File: config.mk
export PLATFORM = sky130hd
export DESIGN_NAME = sfwr_device_flat
export DESIGN_NICKNAME = d
export VERILOG_FILES = /design/src/shared/sfwr_pkg.sv /design/src/shared/sfwr_if.sv /design/src/core/sfwr_device.sv /design/src/flat_wrapper.sv
export VERILOG_INCLUDE_DIRS = /design/src /design/src/shared
export SDC_FILE = /design/constraint.sdc
export NUM_CORES = 1
export LEC_CHECK = 0
export BUFFER_PORTS_ARGS = -buffer_cell sky130_fd_sc_hd__buf_2
export CORE_ASPECT_RATIO = 0.6
export CORE_MARGIN = 5
export CORE_UTILIZATION = 25
export CTS_CLUSTER_SIZE = 10
export DETAILED_ROUTE_END_ITERATION = 8
export SYNTH_ARGS = -nofsm -noshare
export SYNTH_HDL_FRONTEND = slang
export SYNTH_SLANG_ARGS = --single-unit
File: constraint.sdc
create_clock -name mclk_in -period 12.3 [get_ports mclk_in]
set_input_delay 0 -clock mclk_in [delete_from_list [all_inputs] [get_ports mclk_in]]
set_output_delay 0 -clock mclk_in [all_outputs]
set_load 0.02 [all_outputs]
File: src/shared/sfwr_defs.svh
// Constants for the frequency word register bank and its serial loader
`ifndef SFWR_DEFS_SVH
`define SFWR_DEFS_SVH
// Address field of the serial word
`define SFWR_ADDR_FREQ 3'h0
`define SFWR_ADDR_MODREF 3'h1
`define SFWR_ADDR_PHASE 3'h2
// Frequency word fields
`define SFWR_F_RSV 23
`define SFWR_F_INT_HI 22
`define SFWR_F_INT_LO 15
`define SFWR_F_NUMER_HI 14
`define SFWR_F_NUMER_LO 3
// Modulus and reference word fields
`define SFWR_M_SCALE 23
`define SFWR_M_HALF 22
`define SFWR_M_RSV 21
`define SFWR_M_PRE 20
`define SFWR_M_DBL 19
`define SFWR_M_R_HI 18
`define SFWR_M_R_LO 15
`define SFWR_M_MODULUS_HI 14
`define SFWR_M_MODULUS_LO 3
// Phase word field
`define SFWR_P_HI 14
`define SFWR_P_LO 3
// Reset values
`define SFWR_INT_RST 8'h1A
`define SFWR_NUMER_RST 12'h000
`define SFWR_MODULUS_RST 12'hFFF
`define SFWR_R_RST 4'h1
`define SFWR_PHASE_RST 12'h000
// Legal minimums
`define SFWR_INT_MIN 8'h1A
`define SFWR_MODULUS_MIN 12'h00D
`define SFWR_R_MIN 4'h1
// Timing: serial half period in clock cycles
`define SFWR_SCLK_HALF 4'h2
`define SFWR_BIT_LAST 5'h17
`define SFWR_TMO_MAX 11'h7FF
// Host register offsets and status bits
`define SFWR_HOST_TX 8'h00
`define SFWR_HOST_STAT 8'h04
`define SFWR_HOST_MODULUS 8'h08
`define SFWR_ST_BUSY 0
`define SFWR_ST_DROP 1
`define SFWR_ST_RANGE 2
`endif

File: src/shared/sfwr_pkg.sv
// Types for the frequency word register bank and its serial loader
`default_nettype none
package sfwr_pkg;
	typedef enum logic [1:0] {
		LK_IDLE   = 2'b00,
		LK_PUMP   = 2'b01,
		LK_SWITCH = 2'b10
	} sfwr_lock_t;

	typedef enum logic [2:0] {
		TX_IDLE  = 3'b000,
		TX_LOW   = 3'b001,
		TX_HIGH  = 3'b010,
		TX_LATCH = 3'b011,
		TX_GAP   = 3'b100
	} sfwr_tx_t;

	typedef struct packed {
		logic        sclk_q;
		logic        strobe_q;
		logic        ref_q;
		logic [23:0] shift;
		logic [23:0] shadow_setup;
		logic [11:0] shadow_phase;
		logic [7:0]  int_pend;
		logic [11:0] numer_pend;
		logic        upd_pend;
		logic [7:0]  int_val;
		logic [11:0] numer_val;
		logic [11:0] modulus_val;
		logic [3:0]  r_val;
		logic        half;
		logic        scale;
		logic        dbl;
		logic        pre;
		logic [11:0] phase_val;
		logic [3:0]  r_cnt;
		logic        half_tgl;
		logic        pfd_tick;
		logic [10:0] tmo_cnt;
		sfwr_lock_t  lock;
		logic        pump_max;
		logic        sw_a;
		logic        sw_b;
		logic        sw_c;
	} sfwr_dev_state_t;

	typedef struct packed {
		sfwr_tx_t    state;
		logic [23:0] word;
		logic [4:0]  bit_cnt;
		logic [3:0]  div;
		logic        sclk;
		logic        sdata;
		logic        strobe;
		logic [11:0] last_modulus;
		logic        drop;
		logic        range_err;
		logic [31:0] rdata;
	} sfwr_host_state_t;
endpackage : sfwr_pkg
`default_nettype wire

File: src/shared/sfwr_if.sv
// Three-wire serial programming link between loader and register bank
`timescale 1ns/100ps
`default_nettype none
interface sfwr_if;
	logic sclk;
	logic sdata;
	logic latch_strobe;
	modport dev (input sclk, input sdata, input latch_strobe);
	modport host (output sclk, output sdata, output latch_strobe);
endinterface : sfwr_if
`default_nettype wire

File: src/core/sfwr_device.sv
// Frequency word register bank with reference path and fast-lock sequencer
//
// Overview of operation
// - 24-bit words shift in MSB first
// - latch strobe rise copies word by address
// - frequency word uses address 000
// - frequency word top bit written zero
// - bits 22..15 integer part, 26..255
// - bits 14..3 numerator, below modulus
// - divider loads on next phase-detector cycle
// - fast lock: pump at maximum until timeout
// - switches close until own timeouts
// - modulus and phase words held in shadow
// - reference fields applied on frequency write
// - modulus/reference word uses address 001
// - scale bit raises pump current 25%
// - halving bit adds divide-by-two toggle
// - modulus word bit 21 written zero
// - doubler bit doubles reference edges
// - 4-bit reference counter, 1..15
// - 12-bit modulus, 13..4095
//
// The implementer's own choices: strobed register access and the address map.
`include "sfwr_defs.svh"
`timescale 1ns/100ps
`default_nettype none
module sfwr_device (
	input  wire logic        mclk_in,
	input  wire logic        rst_in,
	sfwr_if.dev              link,
	input  wire logic        reference_input_in,
	input  wire logic [8:0]  pump_current_timeout_in,
	input  wire logic [8:0]  loop_switch_a_timeout_in,
	input  wire logic [8:0]  loop_switch_b_timeout_in,
	input  wire logic [8:0]  loop_switch_c_timeout_in,
	output logic      [7:0]  int_value_out,
	output logic      [11:0] fraction_numerator_out,
	output logic      [11:0] fraction_modulus_out,
	output logic      [3:0]  ref_count_out,
	output logic             ref_half_out,
	output logic             doubler_out,
	output logic             prescaler_out,
	output logic             pump_current_scale_out,
	output logic      [11:0] phase_seed_out,
	output logic             pfd_tick_out,
	output logic             pump_max_out,
	output logic             loop_switch_a_out,
	output logic             loop_switch_b_out,
	output logic             loop_switch_c_out
);
	sfwr_pkg::sfwr_dev_state_t s;
	sfwr_pkg::sfwr_dev_state_t next_s;

	logic        sclk_rise;
	logic        strobe_rise;
	logic        ref_evt;
	logic        r_div;
	logic        tick;
	logic [10:0] pump_lim;
	logic [10:0] swa_lim;
	logic [10:0] swb_lim;
	logic [10:0] swc_lim;

	// Timers run at a quarter of the phase-detector rate
	assign pump_lim = {pump_current_timeout_in, 2'b00};
	assign swa_lim = {loop_switch_a_timeout_in, 2'b00};
	assign swb_lim = {loop_switch_b_timeout_in, 2'b00};
	assign swc_lim = {loop_switch_c_timeout_in, 2'b00};

	always_comb
	begin
		next_s = s;
		next_s.sclk_q = link.sclk;
		next_s.strobe_q = link.latch_strobe;
		next_s.ref_q = reference_input_in;
		sclk_rise = link.sclk & ~s.sclk_q;
		strobe_rise = link.latch_strobe & ~s.strobe_q;

		if (sclk_rise)
		begin
			next_s.shift = {s.shift[22:0], link.sdata};
		end

		ref_evt = (reference_input_in & ~s.ref_q)
			| (s.dbl & ~reference_input_in & s.ref_q);

		r_div = 1'b0;
		if (ref_evt)
		begin
			if (({1'b0, s.r_cnt} + 5'h01) >= {1'b0, s.r_val})
			begin
				next_s.r_cnt = 4'h0;
				r_div = 1'b1;
			end
			else
			begin
				next_s.r_cnt = s.r_cnt + 4'h1;
			end
		end

		if (r_div)
		begin
			next_s.half_tgl = ~s.half_tgl;
		end
		tick = s.half ? (r_div & s.half_tgl) : r_div;
		next_s.pfd_tick = tick;

		// Saturating so a long idle spell cannot wrap back into range
		if (tick && (s.tmo_cnt != `SFWR_TMO_MAX))
		begin
			next_s.tmo_cnt = s.tmo_cnt + 11'h001;
		end

		case (s.lock)
			sfwr_pkg::LK_PUMP:
			begin
				if (s.tmo_cnt >= pump_lim)
				begin
					next_s.lock = sfwr_pkg::LK_SWITCH;
				end
			end
			sfwr_pkg::LK_SWITCH:
			begin
				if ((s.tmo_cnt >= swa_lim) && (s.tmo_cnt >= swb_lim)
					&& (s.tmo_cnt >= swc_lim))
				begin
					next_s.lock = sfwr_pkg::LK_IDLE;
				end
			end
			sfwr_pkg::LK_IDLE:
			begin
				next_s.lock = sfwr_pkg::LK_IDLE;
			end
			default:
			begin
				next_s.lock = sfwr_pkg::LK_IDLE;
			end
		endcase

		if (tick && s.upd_pend)
		begin
			next_s.upd_pend = 1'b0;
			next_s.int_val = s.int_pend;
			next_s.numer_val = s.numer_pend;
			next_s.modulus_val = s.shadow_setup[`SFWR_M_MODULUS_HI:`SFWR_M_MODULUS_LO];
			next_s.r_val = s.shadow_setup[`SFWR_M_R_HI:`SFWR_M_R_LO];
			next_s.half = s.shadow_setup[`SFWR_M_HALF];
			next_s.scale = s.shadow_setup[`SFWR_M_SCALE];
			next_s.dbl = s.shadow_setup[`SFWR_M_DBL];
			next_s.pre = s.shadow_setup[`SFWR_M_PRE];
			next_s.phase_val = s.shadow_phase;
			next_s.lock = sfwr_pkg::LK_PUMP;
			next_s.tmo_cnt = 11'h000;
		end

		// Decoded after the update so a word latched on a tick stays pending
		// latch by address bits
		if (strobe_rise)
		begin
			case (s.shift[2:0])
				`SFWR_ADDR_FREQ:
				begin
					next_s.int_pend = s.shift[`SFWR_F_INT_HI:`SFWR_F_INT_LO];
					next_s.numer_pend = s.shift[`SFWR_F_NUMER_HI:`SFWR_F_NUMER_LO];
					next_s.upd_pend = 1'b1;
				end
				`SFWR_ADDR_MODREF:
				begin
					// whole word kept, split on apply
					next_s.shadow_setup = s.shift;
				end
				`SFWR_ADDR_PHASE:
				begin
					next_s.shadow_phase = s.shift[`SFWR_P_HI:`SFWR_P_LO];
				end
				default:
				begin
					next_s.shadow_phase = next_s.shadow_phase;
				end
			endcase
		end

		next_s.pump_max = (next_s.lock == sfwr_pkg::LK_PUMP);
		next_s.sw_a = (next_s.lock == sfwr_pkg::LK_SWITCH) && (next_s.tmo_cnt < swa_lim);
		next_s.sw_b = (next_s.lock == sfwr_pkg::LK_SWITCH) && (next_s.tmo_cnt < swb_lim);
		next_s.sw_c = (next_s.lock == sfwr_pkg::LK_SWITCH) && (next_s.tmo_cnt < swc_lim);
	end

	always_ff @(posedge mclk_in or posedge rst_in)
	begin
		if (rst_in)
		begin
			s <= '0;
			s.shadow_setup <= {5'h00, `SFWR_R_RST, `SFWR_MODULUS_RST, `SFWR_ADDR_MODREF};
			s.shadow_phase <= `SFWR_PHASE_RST;
			s.int_pend <= `SFWR_INT_RST;
			s.numer_pend <= `SFWR_NUMER_RST;
			s.int_val <= `SFWR_INT_RST;
			s.numer_val <= `SFWR_NUMER_RST;
			s.modulus_val <= `SFWR_MODULUS_RST;
			s.r_val <= `SFWR_R_RST;
			s.phase_val <= `SFWR_PHASE_RST;
			s.tmo_cnt <= `SFWR_TMO_MAX;
			s.lock <= sfwr_pkg::LK_IDLE;
		end
		else
		begin
			s <= next_s;
		end
	end

	assign int_value_out = s.int_val;
	assign fraction_numerator_out = s.numer_val;
	assign fraction_modulus_out = s.modulus_val;
	assign ref_count_out = s.r_val;
	assign ref_half_out = s.half;
	assign doubler_out = s.dbl;
	assign prescaler_out = s.pre;
	assign pump_current_scale_out = s.scale;
	assign phase_seed_out = s.phase_val;
	assign pfd_tick_out = s.pfd_tick;
	assign pump_max_out = s.pump_max;
	assign loop_switch_a_out = s.sw_a;
	assign loop_switch_b_out = s.sw_b;
	assign loop_switch_c_out = s.sw_c;
endmodule : sfwr_device
`default_nettype wire

File: src/flat_wrapper.sv
// flat-port wrapper written by rule: the top's interface ports become plain ports
module sfwr_device_flat 
  (mclk_in, rst_in, reference_input_in, pump_current_timeout_in, loop_switch_a_timeout_in, loop_switch_b_timeout_in, loop_switch_c_timeout_in, int_value_out, fraction_numerator_out, fraction_modulus_out, ref_count_out, ref_half_out, doubler_out, prescaler_out, pump_current_scale_out, phase_seed_out, pfd_tick_out, pump_max_out, loop_switch_a_out, loop_switch_b_out, loop_switch_c_out, link_sclk, link_sdata, link_latch_strobe);
  sfwr_if link_i ();
  input  wire logic mclk_in;
  input  wire logic rst_in;
  input  wire logic reference_input_in;
  input  wire logic [8:0] pump_current_timeout_in;
  input  wire logic [8:0] loop_switch_a_timeout_in;
  input  wire logic [8:0] loop_switch_b_timeout_in;
  input  wire logic [8:0] loop_switch_c_timeout_in;
  output logic      [7:0] int_value_out;
  output logic      [11:0] fraction_numerator_out;
  output logic      [11:0] fraction_modulus_out;
  output logic      [3:0] ref_count_out;
  output logic ref_half_out;
  output logic doubler_out;
  output logic prescaler_out;
  output logic pump_current_scale_out;
  output logic      [11:0] phase_seed_out;
  output logic pfd_tick_out;
  output logic pump_max_out;
  output logic loop_switch_a_out;
  output logic loop_switch_b_out;
  output logic loop_switch_c_out;
  input wire logic [$bits(link_i.sclk)-1:0] link_sclk;
  input wire logic [$bits(link_i.sdata)-1:0] link_sdata;
  input wire logic [$bits(link_i.latch_strobe)-1:0] link_latch_strobe;
  assign link_i.sclk = link_sclk;
  assign link_i.sdata = link_sdata;
  assign link_i.latch_strobe = link_latch_strobe;
  sfwr_device u_core (.mclk_in(mclk_in), .rst_in(rst_in), .link(link_i), .reference_input_in(reference_input_in), .pump_current_timeout_in(pump_current_timeout_in), .loop_switch_a_timeout_in(loop_switch_a_timeout_in), .loop_switch_b_timeout_in(loop_switch_b_timeout_in), .loop_switch_c_timeout_in(loop_switch_c_timeout_in), .int_value_out(int_value_out), .fraction_numerator_out(fraction_numerator_out), .fraction_modulus_out(fraction_modulus_out), .ref_count_out(ref_count_out), .ref_half_out(ref_half_out), .doubler_out(doubler_out), .prescaler_out(prescaler_out), .pump_current_scale_out(pump_current_scale_out), .phase_seed_out(phase_seed_out), .pfd_tick_out(pfd_tick_out), .pump_max_out(pump_max_out), .loop_switch_a_out(loop_switch_a_out), .loop_switch_b_out(loop_switch_b_out), .loop_switch_c_out(loop_switch_c_out));
endmodule
==> summary.md, run 1 <==
| Metric | Value |
|---|---|
| Outcome | `completed` |
| Total area of sequential cells | `3933 um^2` |
| Initial DRC Count | `175` |
| Die W | `241.4 um` |
| Netlist cell types | `59` |
| Max_cap viols | `0` |
| Total power divided by cell area | `184.7 nW/um^2` |
| Pin count of the biggest net entering global routing | `97` |
| Hold endpoint | `u_core.loop_switch_a_out` |
| Post-CTS setup buffers | `0` |
| Crit path required time | `12.67 ns` |
| Final worst path period share | `40.21%` |
| Clock transition at the registers of the reported paths | `0.06 ns` |
| Critical path class | `register to register` |
| Synth Area in Compound Gates | `7.727%` |
| Wire per inst | `16.69 um` |
| Max Clk Rate | `202.2 MHz` |
| Crit end category | `register` |
| Synthesis-stage register bit count | `155` |
| Syn_nets | `768` |
| Starting Density | `25.57%` |
| Hold Startpoint | `loop_switch_a_timeout_in[2]` |
| Share of layout cells above drive strength 1 | `42.90%` |
| Vias in the first global route | `5,226` |
| Synth Cell Area | `8031 um^2` |
| Port bufs | `98` |
| Final Skew | `0.008163 ns` |
| Fraction of registers with async set/reset | `100.0%` |
| # nets final | `834` |
| Synthesis Warnings | `0` |
| Die area | `35,930 um^2` |
| Final ANT Viol Nets | `0` |
| Synth Area in XOR/XNOR | `0.8724%` |
| Critical Path Fanout Max | `12` |
| FP Rows | `50` |
| DR vias/cell | `4.404` |
| Gpl congestion | `0.8386` |
| Boundary Pins | `99` |
| First-pass GRT wire length | `30,420 um` |
| Initial antenna violation count | `2` |
| LEAKAGE | `0.004679 uW` |
| Slew Limit Fails | `0` |
| Skew-Pair Late Insertion Delay | `0.43 ns` |
| Ys flop type | `dfrtp_1` |
| Least-Margin Pin Slew | `0.8865 ns` |
| Number of synthesized flops with an enable pin | `0` |
| Post-synthesis mux area share | `17.53%` |
| Clock root cell | `clkbuf_16` |
| H-Tree Depth | `4` |
| TritonCTS Buffers | `17` |
| Final setup violation count | `0` |
| Placed Cells | `1,114` |
| Register area share after synthesis | `48.96%` |
| Reg2reg path depth | `14` |
| Startpoint type of the worst setup path | `register` |
| Clock sink count | `155` |
| Worst hold path class | `primary input to register` |
| Final instance area | `9370 um^2` |
| WL met2 | `8018 um` |
| Placed cell areas | `8641 um^2` |
| Simple-gate share of the synthesized area | `6.527%` |
| WL met3 | `931 um` |
| Post-CTS resize count | `0` |
| DRT Pass-1 Iters | `5` |
| DRT Wirelength | `19,290 um` |
| Hold path depth | `4` |
| R2R Path End | `u_core.loop_switch_b_out` |
| Max-slew headroom | `40.90%` |
| Total grt overflow | `0` |
| P&R area growth vs syn | `16.67%` |
| Unrepaired setup endpoints after global routing | `false` |
| Flop-to-flop setup slack | `7.35 ns` |
| Post-Synth Adder-Cell Area | `10.42%` |
| Multi-input gate area | `3463 um^2` |
| Via count | `5,091` |
| Final Non-Filler Cells | `1,156` |
| Residual DRC | `0` |
| Top routing layer used | `met4` |
| Clock buffer depth | `2` |
| Max VDD drop | `95.48 uV` |
| Syn avg cell area | `12.17 um^2` |
| Cells after Synth | `660` |
| Layout fillers | `3,214` |
| Main combinational cell family by area after synthesis | `multiplexers` |
| Area of the core | `31,410 um^2` |
| Detailed placement HPWL | `13,930 um` |
| R2r startpoint | `u_core.s[19]` |
| Hold Violations, Final | `0` |
| Utilization after layout | `29.84%` |
| Post-Route M1 WL | `10,090 um` |
| Final min period | `4.946 ns` |
| Die Ht | `148.8 um` |
| Total negative slack | `0 ns` |
| Total GRT Usage | `10.97%` |
| CTS tree | `built` |
| Worst EP arrival | `5.32 ns` |
==> critical path: stages (launching register included) <==
cell and delay, ns:
dfrtp_1 0.42, ha_1 0.26, xor2_1 0.16, ha_1 0.27, o21ai_0 0.09, o21ai_1 0.63, nand3_1 0.41, or3_1 0.44
a21oi_1 0.42, ha_1 0.32, o31ai_1 0.06, nand2_1 0.06, dlygate4sd3_1 0.56, a211oi_1 0.22, dlygate4sd3_1 0.57
==> kinds of logic after synthesis <==
group | after synthesis
AOI/OAI and AO/OA | 87
and+or+nand+nor | 102
muxes | 125
xor gates and xnor gates | 8
adders and majority gates | 67
buffers and inverters | 116
DFF | 155
==> worst max-delay path by stage <==
stage / endpoint / slack (ns) / from / cells after the start
floorplan: u_core.doubler_out / 8.19 / rst_in / 1
global placement: u_core.loop_switch_a_out / 8.33 / u_core.s[19] / 13
detailed placement: u_core.loop_switch_a_out / 8.17 / u_core.s[19] / 13
CTS: u_core.loop_switch_b_out / 7.41 / u_core.s[19] / 14
global route: u_core.loop_switch_b_out / 6.99 / u_core.s[19] / 14
finish: u_core.loop_switch_b_out / 7.35 / u_core.s[19] / 14
==> report_power, final <==
part / internal (uW) / switching, uW
registers: 654 / 97.5
logic: 187 / 221
clock network: 356 / 215
total: 1200 / 533
==> cells in the final DEF (no fill, tap or decap), types with 5 or more instances in the layout <==
master and count:
a21o_1 5, o21a_1 7, buf_2 98, dfstp_2 43, nor2_1 20, a31oi_1 6
clkbuf_16 17, nand2b_1 5, dfrtp_1 112, o21ai_0 16, nand2_1 33, inv_1 50
o31ai_1 6, buf_4 5, a211oi_1 6, nor2b_1 7, ha_1 66, dlygate4sd3_1 9
nand3_1 8, a21oi_1 16, xnor2_1 7, mux2_2 125
==> Yosys cell counts (all sizes together) (2+ instances only) <==
| cell type | instances | area share, % |
|---|---|---|
| nor2 | 21 | 1.0 |
| a211o | 2 | 0.22 |
| o31ai | 6 | 0.56 |
| nand4 | 5 | 0.47 |
| buf | 58 | 5.2 |
| nand2 | 33 | 1.5 |
| nand3 | 8 | 0.50 |
| and3 | 2 | 0.16 |
| nor4 | 4 | 0.31 |
| o21ai | 18 | 1.2 |
| dfrtp | 112 | 35 |
| a2111oi | 3 | 0.56 |
| a31oi | 6 | 0.47 |
| nand2b | 5 | 0.39 |
| a21boi | 2 | 0.19 |
| a211oi | 7 | 0.72 |
| xnor2 | 7 | 0.76 |
| inv | 51 | 2.4 |
| mux2 | 125 | 18 |
| nor2b | 8 | 0.62 |
| nor3 | 4 | 0.25 |
| a21oi | 17 | 1.1 |
| dfstp | 43 | 14 |
| nand3b | 2 | 0.19 |
| clkbuf | 7 | 0.33 |
| o22ai | 2 | 0.16 |
| a21o | 6 | 0.58 |
| ha | 66 | 10 |
| and4 | 5 | 0.56 |
| o21a | 7 | 0.65 |
==> flip-flops by register name, indices dropped and copies added, names as in the netlist, 4 cells and up <==
| signal | flops |
|---|---|
| u_core.s | 98 |
| u_core.fraction_modulus_out | 12 |
| u_core.fraction_numerator_out | 12 |
| u_core.phase_seed_out | 12 |
| u_core.int_value_out | 8 |
| u_core.ref_count_out | 4 |
==> layout make-up <==
class	instances	share of cell area, %
antenna	1	0.02671
sequential	155	41.97
timing repair buffer	112	6.596
inverter	51	2.096
clock inverter	10	1.736
clock buffer	22	5.061
tap	416	5.555
multi-input combinational	389	36.96
==> through the flow <==
stage,setup slack (ns),power (uW),hold WS [ns]
6_report,7.354,1731,0.03235
5_1_grt,6.991,1837,0.03858
4_1_cts,7.414,1756,0.01175
3_5_place_dp,8.171,1170,0.1350
3_3_place_gp,8.327,1157,0.1259
2_1_floorplan,8.193,1077,0.03143
==> metal layers <==
layer | track usage (%) | vias up
met5 | 0 | -
met4 | 2.537 | 0
met3 | 3.511 | 24
met2 | 14.96 | 90
met1 | 16.68 | 2545
li1 | - | 2432
==> what timing repair did <==
item,CTS,global route
setup endpoints to repair,0,0
endpoints found under the hold margin,69,0
hold buffers,9,0
Note: power is estimated with default switching activity, not from simulation.
==> run 2: changes to the inputs <==
Clock period 12.3 ns to 4.8 ns, I/O delays scaled along.
==> run 2 against run 1 <==
  * Sequential share of layout area rose by 0.43 points
  * First-iteration DRC count rose by 32%
  * Global-route usage fell by 0.072 points
  * Clock power rose by 120%
  * Non-clock buffer count rose by 1
  * Setup slack got worse by 6.5 ns
  * Die area did not move
  * Wire length fell by 1.5%
  * Clock skew rose by 0.0023 ns
  * Largest power group unchanged
==> summary.md, run 2 (synthesized netlist as in run 1, its figures left out) <==
| Metric | Value |
|---|---|
| Commonest cells after routing, fill and taps aside | `mux2_2 (125), dfrtp_1 (112), buf_2 (98)` |
| Pre-CTS setup slack | `1.300 ns (-6.872 ns)` |
| Detailed placement HPWL | `14,040 um (+0.84%)` |
| Worst Setup Slack, final | `0.8199 ns (-6.534 ns)` |
| Vias in the first global route | `5,312 (+1.6%)` |
| Outcome | `completed` |
| Clock transition at the registers of the reported paths | `0.07 ns (about the same)` |
| Clock root cell | `clkbuf_16` |
| Boundary Pins | `99 (unchanged)` |
| Hold Violations, Final | `0 (unchanged)` |
| Unrepaired setup endpoints after global routing | `false` |
| Post-CTS resize count | `0 (unchanged)` |
| Total negative slack | `0 ns (unchanged)` |
| Total GRT Usage | `10.90% (-0.072 points)` |
| Residual DRC | `0 (unchanged)` |
| Least-Margin Pin Slew | `0.9768 ns (+0.09034 ns)` |
| DRT Wirelength | `19,000 um (-1.5%)` |
| Hold Startpoint | `loop_switch_a_timeout_in[2]` |
| Die Ht | `148.8 um (unchanged)` |
| Final worst path period share | `82.92% (+43 points)` |
| Starting Density | `25.57% (unchanged)` |
| Clock buffer depth | `2 (unchanged)` |
| Clock sink count | `155 (unchanged)` |
| Max_cap viols | `0 (unchanged)` |
| CTS tree | `built` |
| Die W | `241.4 um (unchanged)` |
| Skew-Pair Late Insertion Delay | `0.42 ns (about the same)` |
| DR vias/cell | `4.401 (about the same)` |
| Top reg by flops | `u_core.s` |
| Initial DRC Count | `231 (+32%)` |
| Crit end category | `register` |
| Gpl congestion | `0.8600 (+2.6%)` |
| Worst hold path class | `primary input to register` |
| Reg2reg path depth | `15 (+1)` |
| First-pass GRT wire length | `30,300 um (-0.39%)` |
| DRT Pass-1 Iters | `4 (-1)` |
| Initial antenna violation count | `2 (unchanged)` |
| Total grt overflow | `0 (unchanged)` |
| Worst EP arrival | `4.34 ns (-0.98 ns)` |
| Via count | `5,087 (-0.079%)` |
| FP Rows | `50 (unchanged)` |
| Pin count of the biggest net entering global routing | `75 (-23%)` |
| # nets final | `835 (+0.12%)` |
| Startpoint type of the worst setup path | `register` |
| Max Clk Rate | `251.2 MHz (+24%)` |
| Hold endpoint | `u_core.loop_switch_a_out` |
| LEAKAGE | `0.004625 uW (-1.2%)` |
| Total power divided by cell area | `456.5 nW/um^2 (+150%)` |
| Hold path depth | `4 (unchanged)` |
| Max-slew headroom | `34.88% (-6.0 points)` |
| R2R Path End | `u_core.loop_switch_b_out` |
| Crit path required time | `5.16 ns (-7.51 ns)` |
| Max VDD drop | `213.9 uV (+120%)` |
| Area of the core | `31,410 um^2 (unchanged)` |
| Most common cell after layout, fill and taps aside | `mux2_2` |
| Final ANT Viol Nets | `0 (unchanged)` |
| Slew Limit Fails | `0 (unchanged)` |
| TritonCTS Buffers | `17 (unchanged)` |
| Final Skew | `0.01044 ns (+0.002278 ns)` |
| R2r startpoint | `u_core.s[19]` |
| Wire per inst | `16.44 um (-1.5%)` |
| Critical Path Fanout Max | `8 (-4)` |
| Largest register FFs | `98 (unchanged)` |
| Final min period | `3.980 ns (-0.9661 ns)` |
| Die area | `35,930 um^2 (unchanged)` |
| P&R area growth vs syn | `15.49%` |
| H-Tree Depth | `4 (unchanged)` |
| Share of layout cells above drive strength 1 | `42.70% (-0.19 points)` |
| Flop-to-flop setup slack | `0.82 ns (-6.53 ns)` |
| Final setup violation count | `0 (unchanged)` |
| Inserted Diodes | `0 (-1)` |
| Port bufs | `98 (unchanged)` |
| Critical path class | `register to register` |
==> run 2: cell types whose count changed in the layout (fill, tap and decap cells not counted) <==
cell           before  now
buf_4               5    7
diode_2             1    0
clkinvlp_4          2    5
bufinv_16           4    1
clkbuf_8            3    0
dlygate4sd3_1       9    8
clkinv_4            1    0
clkbuf_1            2    5
inv_6               2    3
==> run 2: area by class of cell <==
| class | instances | area, um^2 |
|---|---|---|
| clock buffer | 22 | 444.2 |
| timing repair buffer | 113 | 623.1 |
| fill | 3212 | 22130 |
| clock inverter | 10 | 95.09 |
| multi-input combinational | 389 | 3463 |
| sequential | 155 | 3933 |
| tap | 416 | 520.5 |
| inverter | 51 | 196.4 |
==> run 2: report_power, final <==
| part | switching [uW] | internal (uW) | total (uW) | leakage, uW |
|---|---|---|---|---|
| logic | 568 | 490 | 1060 | 0.00244 |
| clock network | 539 | 715 | 1250 | 0.000247 |
| registers | 247 | 1680 | 1920 | 0.00194 |
| total | 1350 | 2880 | 4230 | 0.00463 |
==> run 2: stage by stage <==
step | hold slack (ns) | area, um^2 | utilization (%) | total power (uW) | std cells
floorplan | 0.03143 | 8031 | - | 2759 | 660
CTS | 0.01782 | 9275 | 29.53 | 4302 | 1156
finish | 0.03242 | 9275 | 29.53 | 4234 | 1156
global route | 0.05757 | 9275 | 29.53 | 4505 | 1156
detailed placement | -0.04735 | 8656 | 27.56 | 3014 | 1116
global placement | -0.04487 | 8656 | 27.56 | 2977 | 1116
==> run 2: how the worst max path moves through the flow <==
stage / from / endpoint / cells after the start
after CTS: u_core.s[19] / u_core.loop_switch_b_out / 15
after global routing: u_core.s[19] / u_core.loop_switch_b_out / 15
after global placement: u_core.s[19] / u_core.loop_switch_a_out / 13
after detailed placement: u_core.s[19] / u_core.loop_switch_a_out / 13
final: u_core.s[19] / u_core.loop_switch_b_out / 15
after floorplan: rst_in / u_core.doubler_out / 1
==> run 2: critical path: stages (launching register included) <==
cell and delay (ns):
dfrtp_1 0.42, ha_1 0.27, xor2_1 0.16, ha_1 0.28
o21ai_0 0.09, o21ai_1 0.17, nand3_1 0.24, nor4_1 0.40
xnor2_1 0.10, nor2_1 0.32, ha_1 0.32, nor2b_1 0.13
o21ai_0 0.14, nand2_1 0.07, a211oi_1 0.23, dlygate4sd3_1 0.59
==> run 2: metal layers <==
layer | share of wire [%] | track usage [%] | wire length (um) | vias up
li1 | - | - | - | 2432
met1 | 51 | 15.95 | 9634 | 2532
met2 | 43 | 15.80 | 8096 | 98
met3 | 5.2 | 2.827 | 991 | 23
met4 | 1.4 | 3.185 | 269 | 2
met5 | 0.037 | 0 | 7 | -
==> run 2: what timing repair did <==
action / in CTS / in global routing
endpoints found under the hold margin: 23 / 0
buffers inserted: 0 / 0
hold buffers: 8 / 0
